**config.mk**
```make
export PLATFORM = sky130hd
export DESIGN_NAME = pii_input_image
export DESIGN_NICKNAME = d
export VERILOG_FILES = /design/src/verilog/pii_pkg.sv /design/src/verilog/pii_input_image.sv
export VERILOG_INCLUDE_DIRS = /design/src /design/src/verilog
export SDC_FILE = /design/constraint.sdc
export NUM_CORES = 2
export LEC_CHECK = 0
export BUFFER_PORTS_ARGS = -buffer_cell sky130_fd_sc_hd__buf_2
export CAP_MARGIN = 25
export CORE_UTILIZATION = 40
export CTS_BUF_LIST = sky130_fd_sc_hd__clkbuf_16
export DETAILED_ROUTE_END_ITERATION = 12
export HOLD_SLACK_MARGIN = 0.08
export PLACE_DENSITY = 0.66
export RECOVER_POWER = 100
export SYNTH_ARGS = -nofsm -noshare
export SYNTH_HDL_FRONTEND = slang
export SYNTH_SLANG_ARGS = --single-unit
```
**constraint.sdc**
```tcl
create_clock -name core_clk_in -period 11.7 [get_ports core_clk_in]
set_clock_uncertainty 0.05 [all_clocks]
set_input_delay 2.34 -clock core_clk_in [delete_from_list [all_inputs] [get_ports core_clk_in]]
set_output_delay 2.34 -clock core_clk_in [all_outputs]
set_load 0.01 [all_outputs]
```
**src/verilog/pii_params.svh**
```systemverilog
// offsets, field positions, reset values and counts for the process input image
`ifndef PII_PARAMS_SVH
`define PII_PARAMS_SVH

// ****************************************
// register byte offsets (word aligned)
// ****************************************
`define PII_OFS_ANALOG0      8'h00
`define PII_OFS_ANALOG1      8'h04
`define PII_OFS_PIN_STATES   8'h08
`define PII_OFS_PIN_CONFIG   8'h0c
`define PII_OFS_PIN_OUTPUT   8'h10
`define PII_OFS_UC_CTRL      8'h14
`define PII_OFS_STATUS       8'h18
`define PII_OFS_TEMP_BASE    8'h20
`define PII_OFS_HUMID_BASE   8'h30
`define PII_OFS_RET_IN_BASE  8'h40
`define PII_OFS_RET_OUT_BASE 8'h80

// ****************************************
// field layout and constants
// ****************************************
`define PII_AVG_COUNT        4'd10
`define PII_ADC_MAX          10'h3ff
`define PII_CTRL_RC_BIT      1
`define PII_CTRL_RE_BIT      2
`define PII_CTRL_GPUE_BIT    4
`define PII_MODE_INPUT       2'h0
`define PII_MODE_OUTPUT      2'h1
`define PII_MODE_SENSOR      2'h2
`define PII_RESET_BYTE       8'h00
`define PII_RESET_CONFIG     8'h00
`define PII_UNMAPPED_DATA    32'h00000000

`endif

```
**src/verilog/pii_pkg.sv**
```systemverilog
// types of the process input image
package pii_pkg;

	typedef struct packed {
		logic [7:0]  address;
		logic        read;
		logic        write;
		logic [31:0] writedata;
		logic [3:0]  byteenable;
	} pii_bus_req_type;

	typedef struct packed {
		logic [15:0] temperature;
		logic [15:0] humidity;
		logic        valid;
		logic        high_res;
	} pii_sensor_type;

	typedef enum {
		PII_BUS_IDLE,
		PII_BUS_ANSWER
	} pii_bus_state_type;

	typedef struct packed {
		pii_bus_state_type bus_state;
		logic [31:0]       readdata;
		logic              waitreq;
		logic [1:0][13:0]  adc_sum;
		logic [3:0]        adc_count;
		logic [1:0][15:0]  analog_word;
		logic [7:0]        pin_states;
		logic [7:0]        pin_config;
		logic [7:0]        pin_output;
		logic [7:0]        uc_ctrl;
		logic [3:0][15:0]  temp_word;
		logic [3:0][15:0]  humid_word;
		logic [3:0]        pull_up;
		logic              backup_pending;
	} pii_state_type;

endpackage : pii_pkg

```
**src/verilog/pii_input_image.sv**
```systemverilog
// process input image: analog averaging, pin inputs, sensor words, retained area
`timescale 1ns/1ns
`include "pii_params.svh"

// Contract
// - 10-bit analog value in little-endian word
// - average ten conversions per analog channel
// - analog words range zero to 1023
// - separate word for analog channels zero, one
// - pin states in bits 0-3, upper zero
// - all pins inputs after reset
// - input plus output bit enables pull-up when control bit 4 is set
// - sensor temperature word indexed by pin
// - sensor humidity word indexed by pin
// - high-res temperature tenths, sign in msb
// - humidity times 256 or tenths
// - 64-byte retained area restored after restart
// - backup unchanged until new enabled backup
// - enabled retention backs up output on power loss
// - host selects input, output or sensor per pin
// - control bytes in, status bytes out
// - copy bit mirrors output area one cycle later
module pii_input_image
	import pii_pkg::*;
(
	// clock and reset
	input  wire logic             core_clk_in,
	input  wire logic             rst_b_in,
	// avalon-mm slave
	input  wire logic [7:0]       avs_address_in,
	input  wire logic             avs_read_in,
	input  wire logic             avs_write_in,
	input  wire logic [31:0]      avs_writedata_in,
	input  wire logic [3:0]       avs_byteenable_in,
	output logic      [31:0]      avs_readdata_out,
	output logic                  avs_waitrequest_out,
	// converter samples
	input  wire logic             adc_valid_in,
	input  wire logic [1:0][9:0]  adc_sample_in,
	// general-purpose pins and sensors
	input  wire logic [3:0]       pin_level_in,
	input  wire pii_sensor_type [3:0] sensor_in,
	// supply monitor
	input  wire logic             power_fail_in,
	// pin control
	output logic      [3:0]       pin_pull_up_out,
	output logic      [7:0]       pin_configuration_byte_out,
	output logic      [7:0]       pin_output_byte_out
);

	// ****************************************
	// state and retained memories
	// ****************************************
	pii_state_type   st_reg;
	pii_state_type   st_next;
	pii_bus_req_type req;
	logic [7:0]      retained_output_area [0:63];
	logic [7:0]      backup_store [0:63];
	logic [7:0]      retained_input_area [0:63];

	assign req = '{address: avs_address_in, read: avs_read_in,
		write: avs_write_in, writedata: avs_writedata_in,
		byteenable: avs_byteenable_in};

	// ****************************************
	// decode helpers
	// ****************************************
	function automatic logic in_window(input logic [7:0] addr,
		input logic [7:0] base, input logic [7:0] span);
		in_window = (addr >= base) && (addr < base + span);
	endfunction : in_window

	function automatic logic [1:0] pin_mode(input logic [7:0] cfg,
		input int idx);
		pin_mode = cfg[idx*2 +: 2];
	endfunction : pin_mode

	// ****************************************
	// next state
	// ****************************************
	always_comb begin
		logic [13:0] sum_w;
		logic [13:0] avg_w;
		logic [5:0]  widx;
		sum_w = 14'h0;
		avg_w = 14'h0;
		widx  = 6'h0;
		st_next = st_reg;
		st_next.waitreq = 1'b1;
		// pin states register, low nibble only
		st_next.pin_states = {4'h0, pin_level_in};
		// analog averaging over ten conversions
		if (adc_valid_in) begin
			for (int c = 0; c < 2; c++) begin
				sum_w = st_reg.adc_sum[c] + {4'h0, adc_sample_in[c]};
				if (st_reg.adc_count == `PII_AVG_COUNT - 4'd1) begin
					avg_w = sum_w / 14'd10;
					if (avg_w > {4'h0, `PII_ADC_MAX})
						avg_w = {4'h0, `PII_ADC_MAX};
					st_next.analog_word[c] = {6'h00, avg_w[9:0]};
					st_next.adc_sum[c] = 14'h0;
				end else begin
					st_next.adc_sum[c] = sum_w;
				end
			end
			if (st_reg.adc_count == `PII_AVG_COUNT - 4'd1)
				st_next.adc_count = 4'h0;
			else
				st_next.adc_count = st_reg.adc_count + 4'd1;
		end
		// sensor words, per pin in sensor mode
		for (int p = 0; p < 4; p++) begin
			if (pin_mode(st_reg.pin_config, p) == `PII_MODE_SENSOR
				&& sensor_in[p].valid) begin
				// low-res: integer in high byte; high-res: tenths, sign msb
				if (sensor_in[p].high_res) begin
					st_next.temp_word[p]  = sensor_in[p].temperature;
					st_next.humid_word[p] = sensor_in[p].humidity;
				end else begin
					st_next.temp_word[p] =
						{sensor_in[p].temperature[7:0], 8'h00};
					st_next.humid_word[p] =
						{sensor_in[p].humidity[7:0], 8'h00};
				end
			end
			// pull-up only for inputs with output bit set
			st_next.pull_up[p] = st_reg.uc_ctrl[`PII_CTRL_GPUE_BIT]
				&& pin_mode(st_reg.pin_config, p) == `PII_MODE_INPUT
				&& st_reg.pin_output[p];
		end
		// backup armed while retention enabled
		st_next.backup_pending = st_reg.uc_ctrl[`PII_CTRL_RE_BIT];
		// bus slave
		case (st_reg.bus_state)
			PII_BUS_IDLE: begin
				if (req.read || req.write) begin
					st_next.bus_state = PII_BUS_ANSWER;
					st_next.waitreq   = 1'b0;
					st_next.readdata  = `PII_UNMAPPED_DATA;
					widx = req.address[7:2] & 6'h0f;
					if (req.read) begin
						if (req.address == `PII_OFS_ANALOG0)
							st_next.readdata = {16'h0, st_reg.analog_word[0]};
						else if (req.address == `PII_OFS_ANALOG1)
							st_next.readdata = {16'h0, st_reg.analog_word[1]};
						else if (req.address == `PII_OFS_PIN_STATES)
							st_next.readdata = {24'h0, st_reg.pin_states};
						else if (req.address == `PII_OFS_PIN_CONFIG)
							st_next.readdata = {24'h0, st_reg.pin_config};
						else if (req.address == `PII_OFS_PIN_OUTPUT)
							st_next.readdata = {24'h0, st_reg.pin_output};
						else if (req.address == `PII_OFS_UC_CTRL)
							st_next.readdata = {24'h0, st_reg.uc_ctrl};
						else if (req.address == `PII_OFS_STATUS)
							st_next.readdata = {28'h0, st_reg.pull_up};
						else if (in_window(req.address, `PII_OFS_TEMP_BASE,
							8'h10))
							st_next.readdata = {16'h0,
								st_reg.temp_word[widx[1:0]]};
						else if (in_window(req.address, `PII_OFS_HUMID_BASE,
							8'h10))
							st_next.readdata = {16'h0,
								st_reg.humid_word[widx[1:0]]};
						else if (in_window(req.address, `PII_OFS_RET_IN_BASE,
							8'h40))
							st_next.readdata = {
								retained_input_area[{widx[3:0], 2'd3}],
								retained_input_area[{widx[3:0], 2'd2}],
								retained_input_area[{widx[3:0], 2'd1}],
								retained_input_area[{widx[3:0], 2'd0}]};
					end
				end
			end
			PII_BUS_ANSWER: begin
				st_next.bus_state = PII_BUS_IDLE;
				// writes land at the edge the master sees the answer
				if (req.write && req.byteenable[0]) begin
					if (req.address == `PII_OFS_PIN_CONFIG)
						st_next.pin_config = req.writedata[7:0];
					else if (req.address == `PII_OFS_PIN_OUTPUT)
						st_next.pin_output = req.writedata[7:0];
					else if (req.address == `PII_OFS_UC_CTRL)
						st_next.uc_ctrl = req.writedata[7:0];
				end
			end
			default: begin
				st_next.bus_state = PII_BUS_IDLE;
			end
		endcase
	end

	// ****************************************
	// state register
	// ****************************************
	always_ff @(posedge core_clk_in or negedge rst_b_in) begin
		if (!rst_b_in) begin
			st_reg            <= '0;
			st_reg.bus_state  <= PII_BUS_IDLE;
			st_reg.waitreq    <= 1'b1;
			st_reg.pin_config <= `PII_RESET_CONFIG;
		end else begin
			st_reg <= st_next;
		end
	end

	// ****************************************
	// retained areas (no reset: survive restarts)
	// ****************************************
	genvar gi;
	generate
		for (gi = 0; gi < 64; gi++) begin : g_ret
			always_ff @(posedge core_clk_in) begin
				if (st_reg.bus_state == PII_BUS_ANSWER && req.write
					&& req.byteenable[gi % 4] && in_window(req.address,
					`PII_OFS_RET_OUT_BASE, 8'h40)
					&& req.address[5:2] == 4'(gi / 4))
					retained_output_area[gi] <= req.writedata[(gi%4)*8 +: 8];
				// only enabled power loss rewrites the backup
				if (power_fail_in && st_reg.backup_pending)
					backup_store[gi] <= retained_output_area[gi];
				if (st_reg.uc_ctrl[`PII_CTRL_RC_BIT])
					retained_input_area[gi] <= retained_output_area[gi];
				else
					retained_input_area[gi] <= backup_store[gi];
			end
		end
	endgenerate

	// ****************************************
	// outputs
	// ****************************************
	assign avs_readdata_out           = st_reg.readdata;
	assign avs_waitrequest_out        = st_reg.waitreq;
	assign pin_pull_up_out            = st_reg.pull_up;
	assign pin_configuration_byte_out = st_reg.pin_config;
	assign pin_output_byte_out        = st_reg.pin_output;

endmodule : pii_input_image

```
* Word-level counts from Yosys, hierarchy flattened
Memories as Yosys holds them, arrays and structs flattened. Index checks and enable logic that the tools add are counted.
Word-level totals: RAM bits 1536, memories 3, register bits after elaboration 278, output and inout port bits 53, word-level logic and storage cells 708
Memory list:
- backup_store | depth 64, bits a word 8, rd ports 64, clocked after Yosys merged registers in 0, wr ports 64, line pii_input_image.sv:58 | logic [7:0] backup_store [0:63];
- retained_input_area | depth 64, bits a word 8, rd ports 4, clocked after Yosys merged registers in 0, wr ports 64, line pii_input_image.sv:59 | logic [7:0] retained_input_area [0:63];
- retained_output_area | depth 64, bits a word 8, rd ports 64, clocked after Yosys merged registers in 0, wr ports 4, line pii_input_image.sv:57 | logic [7:0] retained_output_area [0:63];
Operators by class: add/sub/neg operators 3, divide/modulo/power cells 2, muxes and demuxes 408, $lt $le $gt $ge 11, bitwise gates (word level) 66, reductions and logical operators 164, equal/unequal tests 29
Operators by type and width (count):
- 2-to-1 mux 8 bit | 124
- OR reduction 8 bit | 60
- 2-to-1 mux 32 bit | 12
- 2-to-1 mux 6 bit | 60
- 2-to-1 mux 1 bit | 194
- 2-to-1 mux 16 bit | 10
- logical AND 1 bit | 91
- 2-to-1 mux 65 bit | 1
- binary-select mux 16 bit (select 2 bit) | 2
- bitwise OR 1 bit | 64
- == test 4 bit (second input constant) | 9
- == test 32 x 1 -> 1 bit (second input constant) | 1
- == test 32 x 2 -> 1 bit (second input constant) | 1
- zero test 32 bit | 1
- adder 14 x 10 -> 14 bit | 2
- divider 14 x 4 -> 14 bit (second input constant) | 2
- > comparator 14 x 10 -> 1 bit (second input constant) | 2
- 2-to-1 mux 14 bit | 2
- == test 8 x 5 -> 1 bit (second input constant) | 3
- 2-to-1 mux 10 bit | 2
- == test 4 x 3 -> 1 bit (second input constant) | 4
- == test 8 x 4 -> 1 bit (second input constant) | 2
- >= comparator 8 x 6 -> 1 bit (second input constant) | 2
- less-than comparator 8 bit (second input constant) | 2
- 21 further kinds | 30

* Longest topological paths before layout
word-level depth 23, gate-level depth with buffers 23, depth with buffers taken out 19

* Worst setup path after synthesis
OpenSTA, ideal clock, no wires.
kind in2reg, start in power_fail_in, end mem backup_store[0][0] (enable), stages on the path 1, arrival time 13750 ps, path slack -3043 ps, data required time 10707 ps, library setup time 943 ps, cell sequence and2_1
RTL lines:
- start: declaration | line pii_input_image.sv:44 | input wire logic power_fail_in,
- end: declaration | line pii_input_image.sv:58

==> impl_metrics.json <==
{
  "numClockSinks": 1783,
  "path_clk_slew_ps": 60,
  "start_util_pct": 40.5,
  "grt_max_degree": 164,
  "cts_htree_levels": 4,
  "routed.top_layer": "met5",
  "grt_pass1_wl_mm": 229,
  "fin_crit_ps": 9630,
  "cts_tree": "built",
  "antenna_found_initial": 9,
  "first_global_vias": 35228,
  "syn_avg_cell_area_um2": 16.4,
  "postRouteAntennaNets": 0,
  "fin_nets": 4549,
  "slew_violations": 1273,
  "pin_count": 263,
  "tns_ps": 0,
  "status": "finished, violations left",
  "p_per_area_mw_per_mm2": 211,
  "synth-edff-count": 1024,
  "clk_latency_ps": 800,
  "globalplace.congestion": 0.924,
  "cts_buffers": 170,
  "core_mm2": 0.164,
  "worst-path-stages": 5,
  "drive_above_1_share_pct": 26.1,
  "cp_top_family": "buffers and inverters",
  "maxSlewHeadroom_pct": -325,
  "grt_use_total_pct": 18.1,
  "syn_area_mm2": 0.0662,
  "crit_path_max_fanout": 64,
  "worstRegToRegCells": 4,
  "yosys_warnings": 0,
  "cap_violations": 23,
  "drc_errors": 0,
  "io_buffers": 262,
  "dp_hpwl_mm": 95.9,
  "area_growth_pct": 13.0,
  "worst_path_largest_cell_delay_ps": 3480,
  "seq_area_frac_synth_pct": 71.2,
  "timing.rr.end": "retained_input_area[3][24]",
  "r2r-start": "st_reg[134]",
  "critPathArrivalTime_ps": 9970,
  "r2r_setup_slack_ps": 2650,
  "synth_flop_cell": "edfxtp_1",
  "cp_cell_sequence": "clkbuf_1, clkbuf_1, nor2b_1, nand2_1, nor2_1",
  "fin_util_pct": 45.8,
  "die_area_mm2": 0.167,
  "critPathSlowestCell": "clkbuf_1",
  "path_class": "input port to flip-flop",
  "clock_path_buffers": 3,
  "vias_per_cell": 5.36,
  "setup_viol": 0,
  "critPathLaunchType": "input port",
  "ys_types": 87,
  "dp_slack_ps": 3480,
  "post_cts_buffers": 0,
  "min_path_type": "flip-flop to flip-flop",
  "top_regs": "backup_store: 512 flops, retained_input_area: 512 flops, retained_output_area: 512 flops",
  "ir_drop_mv": 0.209,
  "cp-endpoint": "retained_output_area[25][4]",
  "cp_common_cell": "clkbuf_1",
  "cp.required_ps": 12040,
  "routed-via-count": 35594,
  "drtIter0Drc": 3667,
  "hold_buffers": 0,
  "crit_buf_inv": 2,
  "hold_path_startpoint": "st_next[0]",
  "row_count": 148,
  "tightestPinTransition_ps": 6380,
  "syn_nets": 4282,
  "drt-total-wl_mm": 153,
  "drtPass1Iterations": 5,
  "rsz0062_at_grt": "false",
  "met2_length_mm": 72.1,
  "min_period_over_period_pct": 82.3,
  "nFillCells": 14106,
  "p_leak_nw": 26.6,
  "critPathLaunch": "avs_address_in[3]",
  "endpoint_kind": "flip-flop",
  "avgRoutedWirePerCell_um": 23.1,
  "max_freq_mhz": 104,
  "fp.dieW_um": 409,
  "finalHoldViolCount": 0,
  "ys_ff_latch": 1783,
  "cts-root-buf": "clkbuf_16",
  "grt_overflow": 0,
  "wl_met1_mm": 67.9,
  "postLayoutSetupSlackWorst_ps": 2070,
  "wl_met3_mm": 9.72,
  "synth_cells": 4050,
  "die_h_um": 409,
  "post_cts_resize_count": 0,
  "postSynth.asyncResetShare_pct": 13.9,
  "failed_checks": "capacitance limit, slew limit"
}
[placed cells by master, fill, tap and decap left out, drive strengths merged, types with 14 or more instances in the layout]
cell / count
inv: 102
dfxtp: 512
clkbuf: 326
edfxtp: 1024
o211ai: 14
clkinv: 65
a221oi: 15
ha: 20
dfrtp: 246
mux2: 539
nand2: 300
a211oi: 20
mux4: 192
mux2i: 76
nor3: 31
a31oi: 17
a21oi: 82
o21ai: 220
a22o: 35
nor2: 134
xor2: 15
xnor2: 30
buf: 195
nand3: 40
[worst min-delay path by stage]
| stage | cells past startpoint | to | slack (ps) |
|---|---|---|---|
| 2_1_floorplan | 0 | st_reg[0] | 320 |
| 3_3_place_gp | 0 | st_reg[0] | 360 |
| 3_5_place_dp | 0 | st_reg[0] | 370 |
| 4_1_cts | 0 | backup_store[3][13] | 380 |
| 5_1_grt | 0 | backup_store[4][20] | 390 |
| 6_report | 0 | st_reg[0] | 380 |
[power breakdown]
part	total [W]	leakage, nW	switching, W	internal (W)
Combinational	0.00359	6.92	0.00226	0.00133
Sequential	0.00690	16.8	0.000136	0.00676
Clock	0.00529	2.86	0.00234	0.00294
[layer usage]
metal	GRT usage, %	up-vias
met2	28.4	1169
met4	5.51	8
li1	-	15929
met1	25.5	18268
met3	3.50	220
met5	0	-
[synthesized netlist by cell type (all sizes together) (30+ instances only)]
master | n | share of area (%)
mux4 | 192 | 6.5
edfxtp | 1024 | 46
dfxtp | 512 | 15
xnor2 | 30 | 0.40
mux2i | 76 | 1.1
clkbuf | 160 | 0.91
nor2 | 134 | 0.76
buf | 89 | 0.83
a22o | 35 | 0.46
dfrtp | 246 | 9.3
mux2 | 539 | 9.2
o21ai | 220 | 1.7
nand3 | 40 | 0.30
nor3 | 31 | 0.24
a21oi | 82 | 0.62
inv | 36 | 0.20
nand2 | 300 | 1.7
[area by class of cell]
class | instances | area, µm² | share of cell area [%]
Sequential cell | 1783 | 47200 | 63.0
Inverter | 36 | 135 | 0.181
Clock inverter | 143 | 968 | 1.29
Antenna cell | 1 | 2.50 | 0.00334
Multi-Input combinational cell | 1982 | 17800 | 23.7
Timing Repair Buffer | 344 | 1640 | 2.19
Clock buffer | 177 | 4430 | 5.92
Tap cell | 2175 | 2720 | 3.64
[per-stage QoR]
step,hold slack (ps),total power [W],cell area (µm²),std cells
finish,380,0.0158,74800,6641
global route,387,0.0164,74800,6641
CTS,384,0.0158,75200,6636
detailed placement,374,0.0105,69800,6316
global placement,355,0.0105,69800,6314
floorplan,321,0.00974,66200,4050
[cells by family after synthesis]
kind of cell,synth area share [%]
DFF,71.2
and+or+nand+nor,3.79
AOI/OAI and AO/OA,5.13
adders and majority gates,0.468
muxes,16.8
buffers and inverters,1.94
xor gates and xnor gates,0.595
(Power assumes the default switching activity.)
